[config.mk]
export PLATFORM = sky130hd
export DESIGN_NAME = crs_core_register_set
export DESIGN_NICKNAME = d
export VERILOG_FILES = /design/src/crs_pkg.sv /design/src/crs_core_register_set.sv
export VERILOG_INCLUDE_DIRS = /design/src
export SDC_FILE = /design/constraint.sdc
export NUM_CORES = 1
export LEC_CHECK = 0
export BUFFER_PORTS_ARGS = -buffer_cell sky130_fd_sc_hd__buf_2
export CORE_MARGIN = 2
export CORE_UTILIZATION = 35
export CTS_BUF_LIST = sky130_fd_sc_hd__clkbuf_8
export DETAILED_ROUTE_END_ITERATION = 16
export PLACE_DENSITY = 0.67
export SLEW_MARGIN = 15
export SYNTH_ARGS = -nofsm -noshare
export SYNTH_HDL_FRONTEND = slang
export SYNTH_SLANG_ARGS = --single-unit
[constraint.sdc]
create_clock -name clk -period 3.93 [get_ports clk]
set_input_delay 0.393 -clock clk [delete_from_list [all_inputs] [get_ports clk]]
set_output_delay 0.393 -clock clk [all_outputs]
set_load 0.05 [all_outputs]
[src/crs_consts.svh]
// Purpose: constants for the core register set
// Assumes: included by its bare name
// Notes:   bit positions of the flag register and stack figures
`ifndef CRS_CONSTS_SVH
`define CRS_CONSTS_SVH
`define CRS_FLAG_CARRY      0
`define CRS_FLAG_ZERO       1
`define CRS_FLAG_NEG        2
`define CRS_FLAG_PRIO_LOW   3
`define CRS_FLAG_HALF       4
`define CRS_FLAG_PRIO_HIGH  5
`define CRS_FLAGS_RESET     8'hE8
`define CRS_SP_RESET        16'h017F
`define CRS_SP_HIGH_BYTE    8'h01
`define CRS_SP_LOW_TOP      8'h7F
`define CRS_SP_LOW_MASK     8'h7F
`define CRS_ACC_RESET       8'h00
`define CRS_PC_RESET        16'h0000
`define CRS_IRQ_FRAME_LEN   3'h5
`endif

[src/crs_pkg.sv]
// Purpose: types for the core register set
// Assumes: nothing
// Notes:   op codes are driven by the execution unit
package crs_pkg;
    typedef enum logic [3:0] {
        CRS_OP_NONE      = 4'h0,
        CRS_OP_ALU       = 4'h1,
        CRS_OP_ADD       = 4'h2,
        CRS_OP_SETC      = 4'h3,
        CRS_OP_CLRC      = 4'h4,
        CRS_OP_PUSH      = 4'h5,
        CRS_OP_POP       = 4'h6,
        CRS_OP_SPRESET   = 4'h7,
        CRS_OP_SPLOAD    = 4'h8,
        CRS_OP_IRQENTER  = 4'h9,
        CRS_OP_IRQRETURN = 4'hA,
        CRS_OP_PRIOSET   = 4'hB,
        CRS_OP_FLAGWRITE = 4'hC,
        CRS_OP_CALL      = 4'hD
    } crs_op_t;
    typedef enum logic [2:0] {
        CRS_SEL_PCL  = 3'h0,
        CRS_SEL_PCH  = 3'h1,
        CRS_SEL_IDX1 = 3'h2,
        CRS_SEL_ACC  = 3'h3,
        CRS_SEL_FLAG = 3'h4,
        CRS_SEL_IDX2 = 3'h5
    } crs_sel_t;
    typedef struct packed {
        crs_op_t     op;
        crs_sel_t    sel;
        logic [7:0]  data;
        logic [7:0]  result;
        logic        carry;
        logic        halfCarry;
        logic        writeAcc;
        logic [1:0]  prio;
        logic        pcLoad;
        logic [15:0] pcValue;
    } crs_cmd_t;
endpackage

[src/crs_core_register_set.sv]
// Purpose: architectural register set of an 8-bit core
// Assumes: inputs synchronous to clk; one op per cycle from the execution unit
// Notes:   stack bytes move through stackAddr/stackWrData/stackRdData, one per cycle
`timescale 1ns/10ps
`include "crs_consts.svh"
module crs_core_register_set
    import crs_pkg::*;
(
    input  wire logic        clk,
    input  wire logic        rst_n,
    input  wire crs_cmd_t    cmd,
    input  wire logic [7:0]  stackRdData,
    output logic [7:0]       accOut,
    output logic [7:0]       idx1Out,
    output logic [7:0]       idx2Out,
    output logic [15:0]      pcOut,
    output logic [7:0]       flagsOut,
    output logic [15:0]      stackPtrOut,
    output logic [15:0]      stackAddr,
    output logic [7:0]       stackWrData,
    output logic             stackWrEn,
    output logic             irqBusy
);

    logic [7:0]  acc_reg;
    logic [7:0]  idx1_reg;
    logic [7:0]  idx2_reg;
    logic [15:0] pc_reg;
    logic [7:0]  flags_reg;
    logic [7:0]  spLow_reg;
    logic [7:0]  spLow_next;
    logic [15:0] stackAddr_reg;
    logic [7:0]  stackWrData_reg;
    logic        stackWrEn_reg;
    logic [2:0]  frameCnt_reg;
    logic        framePush_reg;
    logic [1:0]  prioHold_reg;
    logic        frameActive;
    logic        doPush;
    logic        doPop;

    // wrap within the 128-byte window; bit 7 of the low byte stays at zero
    function automatic logic [7:0] spStep(input logic [7:0] sp, input logic up);
        logic [7:0] r;
        r = up ? (sp + 8'h01) : (sp - 8'h01);
        return r & `CRS_SP_LOW_MASK;
    endfunction

    // frame slot n maps to the register saved there
    function automatic crs_sel_t frameSel(input logic [2:0] n);
        crs_sel_t s;
        unique case (n)
            3'h0:    s = CRS_SEL_PCL;
            3'h1:    s = CRS_SEL_PCH;
            3'h2:    s = CRS_SEL_IDX1;
            3'h3:    s = CRS_SEL_ACC;
            default: s = CRS_SEL_FLAG;
        endcase
        return s;
    endfunction

    assign frameActive = (frameCnt_reg != 3'h0);
    // commands arriving mid-frame are dropped; the frame owns the stack port
    assign doPush = (!frameActive && cmd.op == CRS_OP_PUSH) || (frameActive && framePush_reg);
    assign doPop  = (!frameActive && cmd.op == CRS_OP_POP) || (frameActive && !framePush_reg);

    // selector for the byte a push writes
    function automatic logic [7:0] regByte(input crs_sel_t s, input logic [7:0] a,
                                           input logic [7:0] x, input logic [7:0] y,
                                           input logic [15:0] p, input logic [7:0] f);
        logic [7:0] b;
        unique case (s)
            CRS_SEL_PCL:  b = p[7:0];
            CRS_SEL_PCH:  b = p[15:8];
            CRS_SEL_IDX1: b = x;
            CRS_SEL_ACC:  b = a;
            CRS_SEL_FLAG: b = f;
            default:      b = y;
        endcase
        return b;
    endfunction

    // frame sequencer: 5 push or pop cycles per interrupt entry or return
    // requests that land mid-frame are dropped; callers wait five cycles
    // a new entry that lands before the running frame has ended is dropped
    always_ff @(posedge clk) begin
        if (!rst_n) begin
            frameCnt_reg  <= 3'h0;
            framePush_reg <= 1'b0;
        end else if (!frameActive && cmd.op == CRS_OP_IRQENTER) begin
            frameCnt_reg  <= `CRS_IRQ_FRAME_LEN;
            framePush_reg <= 1'b1;
        end else if (!frameActive && cmd.op == CRS_OP_IRQRETURN) begin
            frameCnt_reg  <= `CRS_IRQ_FRAME_LEN;
            framePush_reg <= 1'b0;
        end else if (frameActive) begin
            frameCnt_reg <= frameCnt_reg - 3'h1;
        end
    end

    // one pointer move per cycle; a frame cycle always wins
    always_comb begin
        spLow_next = spLow_reg;
        if (doPush) begin
            spLow_next = spStep(spLow_reg, 1'b0);
        end else if (doPop) begin
            spLow_next = spStep(spLow_reg, 1'b1);
        end else if (cmd.op == CRS_OP_CALL) begin
            spLow_next = spStep(spStep(spLow_reg, 1'b0), 1'b0);
        end else if (cmd.op == CRS_OP_SPRESET) begin
            spLow_next = `CRS_SP_LOW_TOP;
        end else if (cmd.op == CRS_OP_SPLOAD) begin
            spLow_next = cmd.data & `CRS_SP_LOW_MASK;
        end
    end

    // reset lands on the top of the window
    always_ff @(posedge clk) begin
        if (!rst_n) begin
            spLow_reg <= `CRS_SP_LOW_TOP;
        end else begin
            spLow_reg <= spLow_next;
        end
    end

    // stack port: push writes at the current pointer, pop reads one above
    always_ff @(posedge clk) begin
        if (!rst_n) begin
            stackAddr_reg   <= `CRS_SP_RESET;
            stackWrData_reg <= 8'h00;
            stackWrEn_reg   <= 1'b0;
        end else begin
            stackWrEn_reg <= doPush;
            if (doPush) begin
                stackAddr_reg <= {`CRS_SP_HIGH_BYTE, spLow_reg};
                stackWrData_reg <= regByte(frameActive ? frameSel(3'h5 - frameCnt_reg)
                                           : cmd.sel, acc_reg, idx1_reg, idx2_reg,
                                           pc_reg, flags_reg);
            end else if (doPop) begin
                stackAddr_reg <= {`CRS_SP_HIGH_BYTE, spStep(spLow_reg, 1'b1)};
            end
        end
    end

    // pop data lands combinationally from the stack memory this cycle
    always_ff @(posedge clk) begin
        if (!rst_n) begin
            acc_reg <= `CRS_ACC_RESET;
        end else if (doPop && (frameActive ? frameCnt_reg == 3'h4
                                           : cmd.sel == CRS_SEL_ACC)) begin
            acc_reg <= stackRdData;
        end else if (!frameActive && cmd.writeAcc &&
                     (cmd.op == CRS_OP_ALU || cmd.op == CRS_OP_ADD)) begin
            acc_reg <= cmd.result;
        end
    end

    // first index only changes through pops, explicit or in a return frame
    always_ff @(posedge clk) begin
        if (!rst_n) begin
            idx1_reg <= 8'h00;
        end else if (doPop && (frameActive ? frameCnt_reg == 3'h3
                                           : cmd.sel == CRS_SEL_IDX1)) begin
            idx1_reg <= stackRdData;
        end
    end

    // second index is only reached by explicit pops
    always_ff @(posedge clk) begin
        if (!rst_n) begin
            idx2_reg <= 8'h00;
        end else if (!frameActive && cmd.op == CRS_OP_POP && cmd.sel == CRS_SEL_IDX2) begin
            idx2_reg <= stackRdData;
        end
    end

    // a return frame refills the high byte first, then the low byte
    always_ff @(posedge clk) begin
        if (!rst_n) begin
            pc_reg <= `CRS_PC_RESET;
        end else if (doPop && frameActive && frameCnt_reg == 3'h2) begin
            pc_reg[15:8] <= stackRdData;
        end else if (doPop && frameActive && frameCnt_reg == 3'h1) begin
            pc_reg[7:0] <= stackRdData;
        end else if (!frameActive && cmd.pcLoad) begin
            pc_reg <= cmd.pcValue;
        end
    end

    // level for the entry frame, held until the old flags are on the stack
    always_ff @(posedge clk) begin
        if (!rst_n) begin
            prioHold_reg <= 2'h0;
        end else if (!frameActive && cmd.op == CRS_OP_IRQENTER) begin
            prioHold_reg <= cmd.prio;
        end
    end

    // flag register; undefined bits 6 and 7 come out of reset as one
    always_ff @(posedge clk) begin
        if (!rst_n) begin
            flags_reg <= `CRS_FLAGS_RESET;
        end else if (doPop && (frameActive ? frameCnt_reg == 3'h5
                                           : cmd.sel == CRS_SEL_FLAG)) begin
            flags_reg <= stackRdData;
        end else if (frameActive && framePush_reg && frameCnt_reg == 3'h1) begin
            // same edge as the flags push, so the stacked copy keeps the old level
            flags_reg[`CRS_FLAG_PRIO_HIGH] <= prioHold_reg[1];
            flags_reg[`CRS_FLAG_PRIO_LOW]  <= prioHold_reg[0];
        end else if (!frameActive) begin
            unique case (cmd.op)
                CRS_OP_ALU, CRS_OP_ADD: begin
                    flags_reg[`CRS_FLAG_NEG]   <= cmd.result[7];
                    flags_reg[`CRS_FLAG_ZERO]  <= (cmd.result == 8'h00);
                    flags_reg[`CRS_FLAG_CARRY] <= cmd.carry;
                    if (cmd.op == CRS_OP_ADD) begin
                        flags_reg[`CRS_FLAG_HALF] <= cmd.halfCarry;
                    end
                end
                CRS_OP_SETC: flags_reg[`CRS_FLAG_CARRY] <= 1'b1;
                CRS_OP_CLRC: flags_reg[`CRS_FLAG_CARRY] <= 1'b0;
                CRS_OP_PRIOSET: begin
                    flags_reg[`CRS_FLAG_PRIO_HIGH] <= cmd.prio[1];
                    flags_reg[`CRS_FLAG_PRIO_LOW]  <= cmd.prio[0];
                end
                CRS_OP_FLAGWRITE: flags_reg <= cmd.data;
                default: ;
            endcase
        end
    end

    // outputs straight from flip-flops; nothing here is memory mapped
    always_ff @(posedge clk) begin
        if (!rst_n) begin
            accOut      <= `CRS_ACC_RESET;
            idx1Out     <= 8'h00;
            idx2Out     <= 8'h00;
            pcOut       <= `CRS_PC_RESET;
            flagsOut    <= `CRS_FLAGS_RESET;
            stackPtrOut <= `CRS_SP_RESET;
            irqBusy     <= 1'b0;
        end else begin
            accOut      <= acc_reg;
            idx1Out     <= idx1_reg;
            idx2Out     <= idx2_reg;
            pcOut       <= pc_reg;
            flagsOut    <= flags_reg;
            stackPtrOut <= {`CRS_SP_HIGH_BYTE, spLow_reg};
            irqBusy     <= frameActive;
        end
    end

    // memory-side strobes are registered so the far side sees clean pulses
    assign stackAddr   = stackAddr_reg;
    assign stackWrData = stackWrData_reg;
    assign stackWrEn   = stackWrEn_reg;

    // checkers beside the logic; frame checks count from the edge that takes the entry or return command
    a_sp_upper_fixed: assert property (@(posedge clk) disable iff (!rst_n)
        spLow_reg[7] == 1'b0) else $error("stack pointer left window");
    a_push_dec: assert property (@(posedge clk) disable iff (!rst_n)
        doPush |=> spLow_reg == spStep($past(spLow_reg), 1'b0)) else $error("push step");
    a_pop_inc: assert property (@(posedge clk) disable iff (!rst_n)
        (doPop && !doPush) |=> spLow_reg == spStep($past(spLow_reg), 1'b1))
        else $error("pop step");
    a_sp_reset_op: assert property (@(posedge clk) disable iff (!rst_n)
        (cmd.op == CRS_OP_SPRESET && !frameActive) |=> spLow_reg == 8'h7F)
        else $error("stack reset");
    a_sp_load: assert property (@(posedge clk) disable iff (!rst_n)
        (cmd.op == CRS_OP_SPLOAD && !frameActive) |=> spLow_reg == ($past(cmd.data) & 8'h7F))
        else $error("stack load");
    a_call_two: assert property (@(posedge clk) disable iff (!rst_n)
        (cmd.op == CRS_OP_CALL && !frameActive) |=>
        spLow_reg == spStep(spStep($past(spLow_reg), 1'b0), 1'b0)) else $error("call step");
    a_wr_pulse: assert property (@(posedge clk) disable iff (!rst_n)
        $past(rst_n) |-> stackWrEn == $past(doPush)) else $error("write strobe");

    a_frame_five: assert property (@(posedge clk) disable iff (!rst_n)
        (!frameActive && cmd.op == CRS_OP_IRQENTER) |=> frameActive [*5] ##1 !frameActive)
        else $error("frame length");
    a_busy_follows: assert property (@(posedge clk) disable iff (!rst_n)
        $past(rst_n) |-> irqBusy == $past(frameActive)) else $error("busy flag");
    a_frame_pcl_first: assert property (@(posedge clk) disable iff (!rst_n)
        (!frameActive && cmd.op == CRS_OP_IRQENTER) |=> ##1
        (stackWrEn && stackWrData == $past(pc_reg[7:0]) &&
         stackAddr[7:0] == $past(spLow_reg, 2))) else $error("pcl first");
    a_return_flags: assert property (@(posedge clk) disable iff (!rst_n)
        (!frameActive && cmd.op == CRS_OP_IRQRETURN) |=> ##1 flags_reg == $past(stackRdData))
        else $error("return pops flags first");
    a_idx2_kept: assert property (@(posedge clk) disable iff (!rst_n)
        frameActive |=> idx2_reg == $past(idx2_reg)) else $error("index2 changed");
    a_prio_load: assert property (@(posedge clk) disable iff (!rst_n)
        (!frameActive && cmd.op == CRS_OP_IRQENTER) |=> ##5
        {flags_reg[5], flags_reg[3]} == $past(cmd.prio, 6)) else $error("priority");

    a_acc_write: assert property (@(posedge clk) disable iff (!rst_n)
        (!frameActive && cmd.writeAcc && (cmd.op == CRS_OP_ALU || cmd.op == CRS_OP_ADD)) |=>
        acc_reg == $past(cmd.result)) else $error("accumulator write");
    a_pc_load: assert property (@(posedge clk) disable iff (!rst_n)
        (!frameActive && cmd.pcLoad) |=> pc_reg == $past(cmd.pcValue))
        else $error("program counter load");
    a_zero_flag: assert property (@(posedge clk) disable iff (!rst_n)
        (!frameActive && cmd.op == CRS_OP_ALU) |=>
        flags_reg[1] == ($past(cmd.result) == 8'h00) && flags_reg[2] == $past(cmd.result[7]))
        else $error("zero or negative flag");
    a_alu_carry: assert property (@(posedge clk) disable iff (!rst_n)
        (!frameActive && (cmd.op == CRS_OP_ALU || cmd.op == CRS_OP_ADD)) |=>
        flags_reg[0] == $past(cmd.carry)) else $error("alu carry");
    a_set_carry: assert property (@(posedge clk) disable iff (!rst_n)
        (!frameActive && cmd.op == CRS_OP_SETC) |=> flags_reg[0]) else $error("set carry");
    a_clr_carry: assert property (@(posedge clk) disable iff (!rst_n)
        (!frameActive && cmd.op == CRS_OP_CLRC) |=> !flags_reg[0]) else $error("clear carry");
    a_half_carry: assert property (@(posedge clk) disable iff (!rst_n)
        (!frameActive && cmd.op == CRS_OP_ADD) |=> flags_reg[4] == $past(cmd.halfCarry))
        else $error("half carry");

    // scenarios worth seeing at least once
    c_irq_entry: cover property (@(posedge clk) !frameActive && cmd.op == CRS_OP_IRQENTER);
    c_irq_return: cover property (@(posedge clk) !frameActive && cmd.op == CRS_OP_IRQRETURN);
    c_sp_wrap: cover property (@(posedge clk) doPush && spLow_reg == 8'h00);
    c_pop_wrap: cover property (@(posedge clk) doPop && spLow_reg == 8'h7F);
    c_call: cover property (@(posedge clk) !frameActive && cmd.op == CRS_OP_CALL);
endmodule

Word level (Yosys, flattened, before mapping)

Index checks and enable logic that the tools add are counted.

Register bits after elaboration: 142

Add/subtract/negate cells: 5
Equality and inequality tests: 34
Muxes and demuxes: 40
Bitwise operators: 2
Reduce and logical (&&, ||, !) cells: 46

Operators by type and width:

| cell                                                | count |
|---|---|
| 2-to-1 mux 8 bit                                    | 9 |
| one-hot mux 8 bit (5 select lines)                  | 1 |
| 2-to-1 mux 7 bit                                    | 5 |
| equality test 3 x 2 -> 1 bit, second input constant | 8 |
| equality test 4 bit, second input constant          | 6 |
| 2-to-1 mux 3 bit                                    | 7 |
| logical AND 1 bit                                   | 17 |
| equality test 4 x 3 -> 1 bit, second input constant | 4 |
| 2-to-1 mux 16 bit                                   | 1 |
| equality test 3 bit, second input constant          | 5 |
| subtractor 7 x 1 -> 7 bit, second input constant    | 2 |
| one-hot mux 3 bit (4 select lines)                  | 1 |
| nonzero test 2 bit                                  | 6 |
| nonzero test 5 bit                                  | 2 |
| equality test 3 x 1 -> 1 bit, second input constant | 3 |
| 2-to-1 mux 1 bit                                    | 9 |
| AND reduction 3 bit                                 | 3 |
| nonzero test 3 bit                                  | 3 |
| equality test 4 x 2 -> 1 bit, second input constant | 2 |
| logical NOT 8 bit                                   | 1 |
| adder 7 x 1 -> 7 bit, second input constant         | 1 |
| logical NOT 3 bit                                   | 2 |
| one-hot mux 1 bit (2 select lines)                  | 3 |
| AND reduction 2 bit                                 | 3 |
| other kinds (17)                                    | 23 |

Longest topological paths before layout

Depth in word-level cells: 9
Gate-level depth with buffers: 11

Worst setup path after synthesis

OpenSTA, ideal clock, no wires.

Path kind: register to register
From: register spLow_reg[2]
To: register spLow_reg[6]
Setup time: 0.143 ns
Arrival: 2.155 ns
Required time: 3.787 ns
Setup slack: 1.633 ns
Stages on the path, launching flop included: 10
Buffers on the path: 1
Cell sequence: dfxtp_1 clkbuf_1 inv_1 ha_1 a21boi_0 nor4b_1 nor3_1 mux2_1 a21oi_1 o221ai_1

Cells in the longest elaborated chain, start to end: 5

Ends and longest elaborated chain:

| what                      | RTL line                     | text |
|---|---|---|
| start, declared           | crs_core_register_set.sv:30  | `logic [7:0] spLow_reg;` |
| start signal, assigned    | crs_core_register_set.sv:120 | `` spLow_reg <= `CRS_SP_LOW_TOP; `` |
| start signal, assigned    | crs_core_register_set.sv:122 | `spLow_reg <= spLow_next;` |
| subtractor 7 x 1 -> 7 bit | n/a                          |  |
| subtractor 7 x 1 -> 7 bit | crs_core_register_set.sv:45  | `r = up ? (sp + 8'h01) : (sp - 8'h01);` |
| 2-to-1 mux 7 bit          | crs_core_register_set.sv:108 | `end else if (cmd.op == CRS_OP_CALL) begin` |
| 2-to-1 mux 7 bit          | crs_core_register_set.sv:106 | `end else if (doPop) begin` |
| 2-to-1 mux 7 bit (*)      | crs_core_register_set.sv:104 | `if (doPush) begin` |

Mark *: on every way between the ends. The rest lies on a longest branch, timed or not.
A chain may end at the register's enable or synchronous reset.

Worst setup path in the final report

From: register frameCnt_reg[0]
To: register acc_reg[1]

Cells in the longest elaborated chain, start to end: 6

Ends and longest elaborated chain:

| what                                                   | RTL line                     | text |
|---|---|---|
| start, declared                                        | crs_core_register_set.sv:35  | `logic [2:0] frameCnt_reg;` |
| start signal, assigned                                 | crs_core_register_set.sv:91  | `` frameCnt_reg <= `CRS_IRQ_FRAME_LEN; `` |
| start signal, assigned                                 | crs_core_register_set.sv:94  | `` frameCnt_reg <= `CRS_IRQ_FRAME_LEN; `` |
| start signal, assigned                                 | crs_core_register_set.sv:97  | `frameCnt_reg <= frameCnt_reg - 3'h1;` |
| nonzero test 3 bit                                     | crs_core_register_set.sv:62  | `assign frameActive = (frameCnt_reg != 3'h0);` |
| logical NOT 1 bit                                      | n/a                          |  |
| logical AND 1 bit                                      | crs_core_register_set.sv:65  | `assign doPop = (!frameActive && cmd.op == CRS_OP_POP) \|\| (frameActive && !framePush_reg);` |
| logical OR 1 bit                                       | crs_core_register_set.sv:65  |  |
| logical AND 1 bit                                      | crs_core_register_set.sv:149 | `end else if (doPop && (frameActive ? frameCnt_reg == 3'h4` |
| 2-to-1 mux 8 bit or nonzero test 2 bit (tied branches) | n/a                          |  |
| end signal, assigned                                   | crs_core_register_set.sv:148 | `` acc_reg <= `CRS_ACC_RESET; `` |
| end signal, assigned                                   | crs_core_register_set.sv:151 | `acc_reg <= stackRdData;` |
| end signal, assigned                                   | crs_core_register_set.sv:154 | `acc_reg <= cmd.result;` |
| end, declared                                          | crs_core_register_set.sv:25  | `logic [7:0] acc_reg;` |

Parallel ways exist; a longest one is shown, timed or not.

==> metrics <==
number of remaining DRC errors 0; NumNets Final 910; PwrDens 745.8 mW/mm2; commonest cells after routing, fill and taps aside dfxtp_1 (133), buf_2 (125), nand2_1 (78), and2_1 (50), mux2i_1 (47); placed cells 1058; # IOs 145; clk buf depth 2; top_reg_cell synth dfxtp_1; first-pass GRT wire length 28530 um; Post-Synth Adder-Cell Area 2.427%; Die Y 141.3 um; Yosys top cell area share 40.35%; WS Path Type reg -> reg; largest family of logic cells by synthesized area simple AND/OR/NAND/NOR gates; total number of vias 5751; DPL Wire Length 13470 um; critical path capture point type register; fin crit period 2908 ps; wire per inst 17.15 um; worst flop-to-flop path startpoint frameCnt_reg[0]$_SDFFE_PN0P_; class of the worst hold path in -> reg; Yosys cell types 70; DR top layer met4; antenna violations before repair 1; most common cell after layout, fill and taps aside dfxtp_1; register area share after synthesis 40.35%; delay-heaviest family, CP compound AO/OA/AOI/OAI gates; final setup fails 0; critical path depth 7; area grow syn2layout 17.25%; R2R cell count 7; Area contributors post-synth dfxtp_1 (40%), mux2i_1 (7.1%), and2_1 (4.7%), nand2_1 (4.4%), o211a_1 (3.6%); core area 0.01858 mm2; H-tree Lvls 4; Num CTS Buffers 17; crit-path max cell delay 570 ps; Synth Area in Compound Gates 18.49%; Required @ worst endpoint 4270 ps; Bufs and invs on worst path 1; die width 141.3 um; RSZ-0062 raised after global routing no; status finished, final reports clean; DRT antenna net count 0; number of gates resized after cts 0; share of flip-flops with an asynchronous set or reset 0%; Vias/cell 5.276; WL met3 1219 um; XOR/XNOR Fraction of Synth Area 1.725%; Routed WL 18690 um; FP Rows 50; length of the first detailed-routing pass in iterations 6; Startpoint Class register; Final Hold Fails 0; skew final 13.51 ps; CP arrival 3250 ps; 1st-iter DRT viols 523; hold buffer count at CTS 0; CTS tree built; CP max FO 18; final worst slack 1023 ps; GR Util All Layers 18.41%; Post-CTS Repair Setup Buffers 0; fin. max-slew vios 0; Worst slew margin 25.00%; initial core utilization 35.52%; Mapped Area 0.006599 mm2; Sum Neg Setup Slack 0 ps; Post-synth EDFFs 0; Yosys reg bits 133; M1 WL 8127 um; Yosys top cell by area dfxtp_1; f_max 343.9 MHz; layout cell share with drive strength beyond 1 21.85%; GRT overflow 0; Period Utilization, post-route 73.98%; Clock Latency Late Sink 460 ps; clk sinks 133; hold path start cmd[17]; Slowest-stage cell, CP o211ai_1; metal2 WL 8742 um; die area 0.01997 mm2; Post-Synth Simple-Gate Area 22.17%; Gate Count Post-Synth 743; Synth warnings 0; # Max-Cap Violations 0; largest net degree at the start of global routing 75; post-synthesis mux area share 8.324%; mean post-synth cell area 8.881 um2; VDD IR max 316.2 uV; fin cells 1090; Port Buf Inserts 126; placement-stage worst setup slack 1060 ps; Worst setup startpoint frameCnt_reg[0]$_SDFFE_PN0P_; fillcell total 1861; Worst Tran Pin Value 1120 ps; vias in the first global route 5240; Clock transition at path regs 80 ps; Leak Pwr 0.003643 uW; Root Buffer clkbuf_8; Placer Congestion 0.9505; CP Cell Sequence inv_1, ha_1, nor2b_2, mux2_2, o211ai_1, nand2_1, o211a_1; Hold Path Depth 3; n_diodes 0
## per-stage QoR
step / total power [uW] / util, % / instance area [um2] / hold WS, ps
floorplan: 3909 / - / 6659 / 417.8
global placement: 4438 / 39.21 / 7286 / 454.1
detailed placement: 4457 / 39.21 / 7286 / 460.1
CTS: 5763 / 41.64 / 7737 / 191.5
global route: 6108 / 41.64 / 7737 / 209.2
finish: 5770 / 41.64 / 7737 / 206.7
## worst register-to-register path: stages, from the launching register on
cell,delay (ps)
dfxtp_1,350
inv_1,160
ha_1,430
nor2b_2,440
mux2_2,550
o211ai_1,580
nand2_1,120
o211a_1,180
## cell type report
cell class	count	area, um2	share of cell area (%)
Tap cell	234	292.8	3.784
Inverter	13	48.80	0.6307
Multi-Input combinational cell	544	3576	46.22
Clock buffer	20	275.3	3.558
Clock inverter	12	176.4	2.280
Timing Repair Buffer	134	705.7	9.120
Sequential cell	133	2663	34.41
## layer usage
layer / vias up / global-route usage (%)
met5: - / 0
met4: 0 / 8.211
met3: 45 / 4.286
met2: 210 / 30.20
met1: 2700 / 23.12
li1: 2796 / -
## cells in the mapped netlist, types with 3 or more instances
| master | count |
|---|---|
| xor2_1 | 3 |
| mux2i_1 | 47 |
| a31oi_1 | 5 |
| a22oi_1 | 6 |
| nand2_1 | 78 |
| xnor2_1 | 10 |
| nor4_1 | 5 |
| a211oi_1 | 5 |
| dfxtp_1 | 133 |
| o211a_1 | 24 |
| ha_1 | 12 |
| o21ai_1 | 6 |
| a221oi_1 | 3 |
| inv_1 | 13 |
| a21oi_1 | 22 |
| nor3b_1 | 4 |
| o22ai_1 | 7 |
| o311ai_0 | 4 |
| and2_1 | 50 |
| o22a_1 | 3 |
| o2111ai_1 | 4 |
| buf_2 | 20 |
| a41oi_1 | 3 |
| a2bb2oi_1 | 3 |
| nor3_1 | 11 |
| nand3b_1 | 3 |
| and3_1 | 3 |
| nand2b_1 | 10 |
| nand3_1 | 35 |
| a21boi_0 | 4 |
| clkbuf_1 | 24 |
| o21a_1 | 11 |
| mux2_2 | 5 |
| o31ai_1 | 6 |
| nor2b_1 | 27 |
| o21ai_0 | 29 |
| o211ai_1 | 5 |
| buf_4 | 22 |
| nor2_1 | 37 |
## final timing paths
path | end | slack, ps
setup / recovery | acc_reg[1]$_SDFFE_PN0P_ | 1020
hold / removal | prioHold_reg[0]$_SDFFE_PN0P_ | 210
setup reg to reg | acc_reg[1]$_SDFFE_PN0P_ | 1020
hold reg to reg | stackAddr[0]$_SDFFE_PN1P_ | 480
## power by group
part / internal, uW / switching (uW) / leakage, uW
Clock: 741 / 562 / 0.000219
Sequential: 1630 / 268 / 0.00108
Combinational: 903 / 1670 / 0.00234
## kinds of logic (layout without fill, tap and decap cells)
kind of cell,count (synthesis),in the layout
AND/OR/NAND/NOR,279,279
AO/OA/AOI/OAI,167,167
flip-flops,133,133
buffers and inverters,82,179
multiplexers,54,54
adder cells (fa/ha/maj),13,13
XOR/XNOR,13,13
other,2,18
Power figures use the tool's default switching activity.
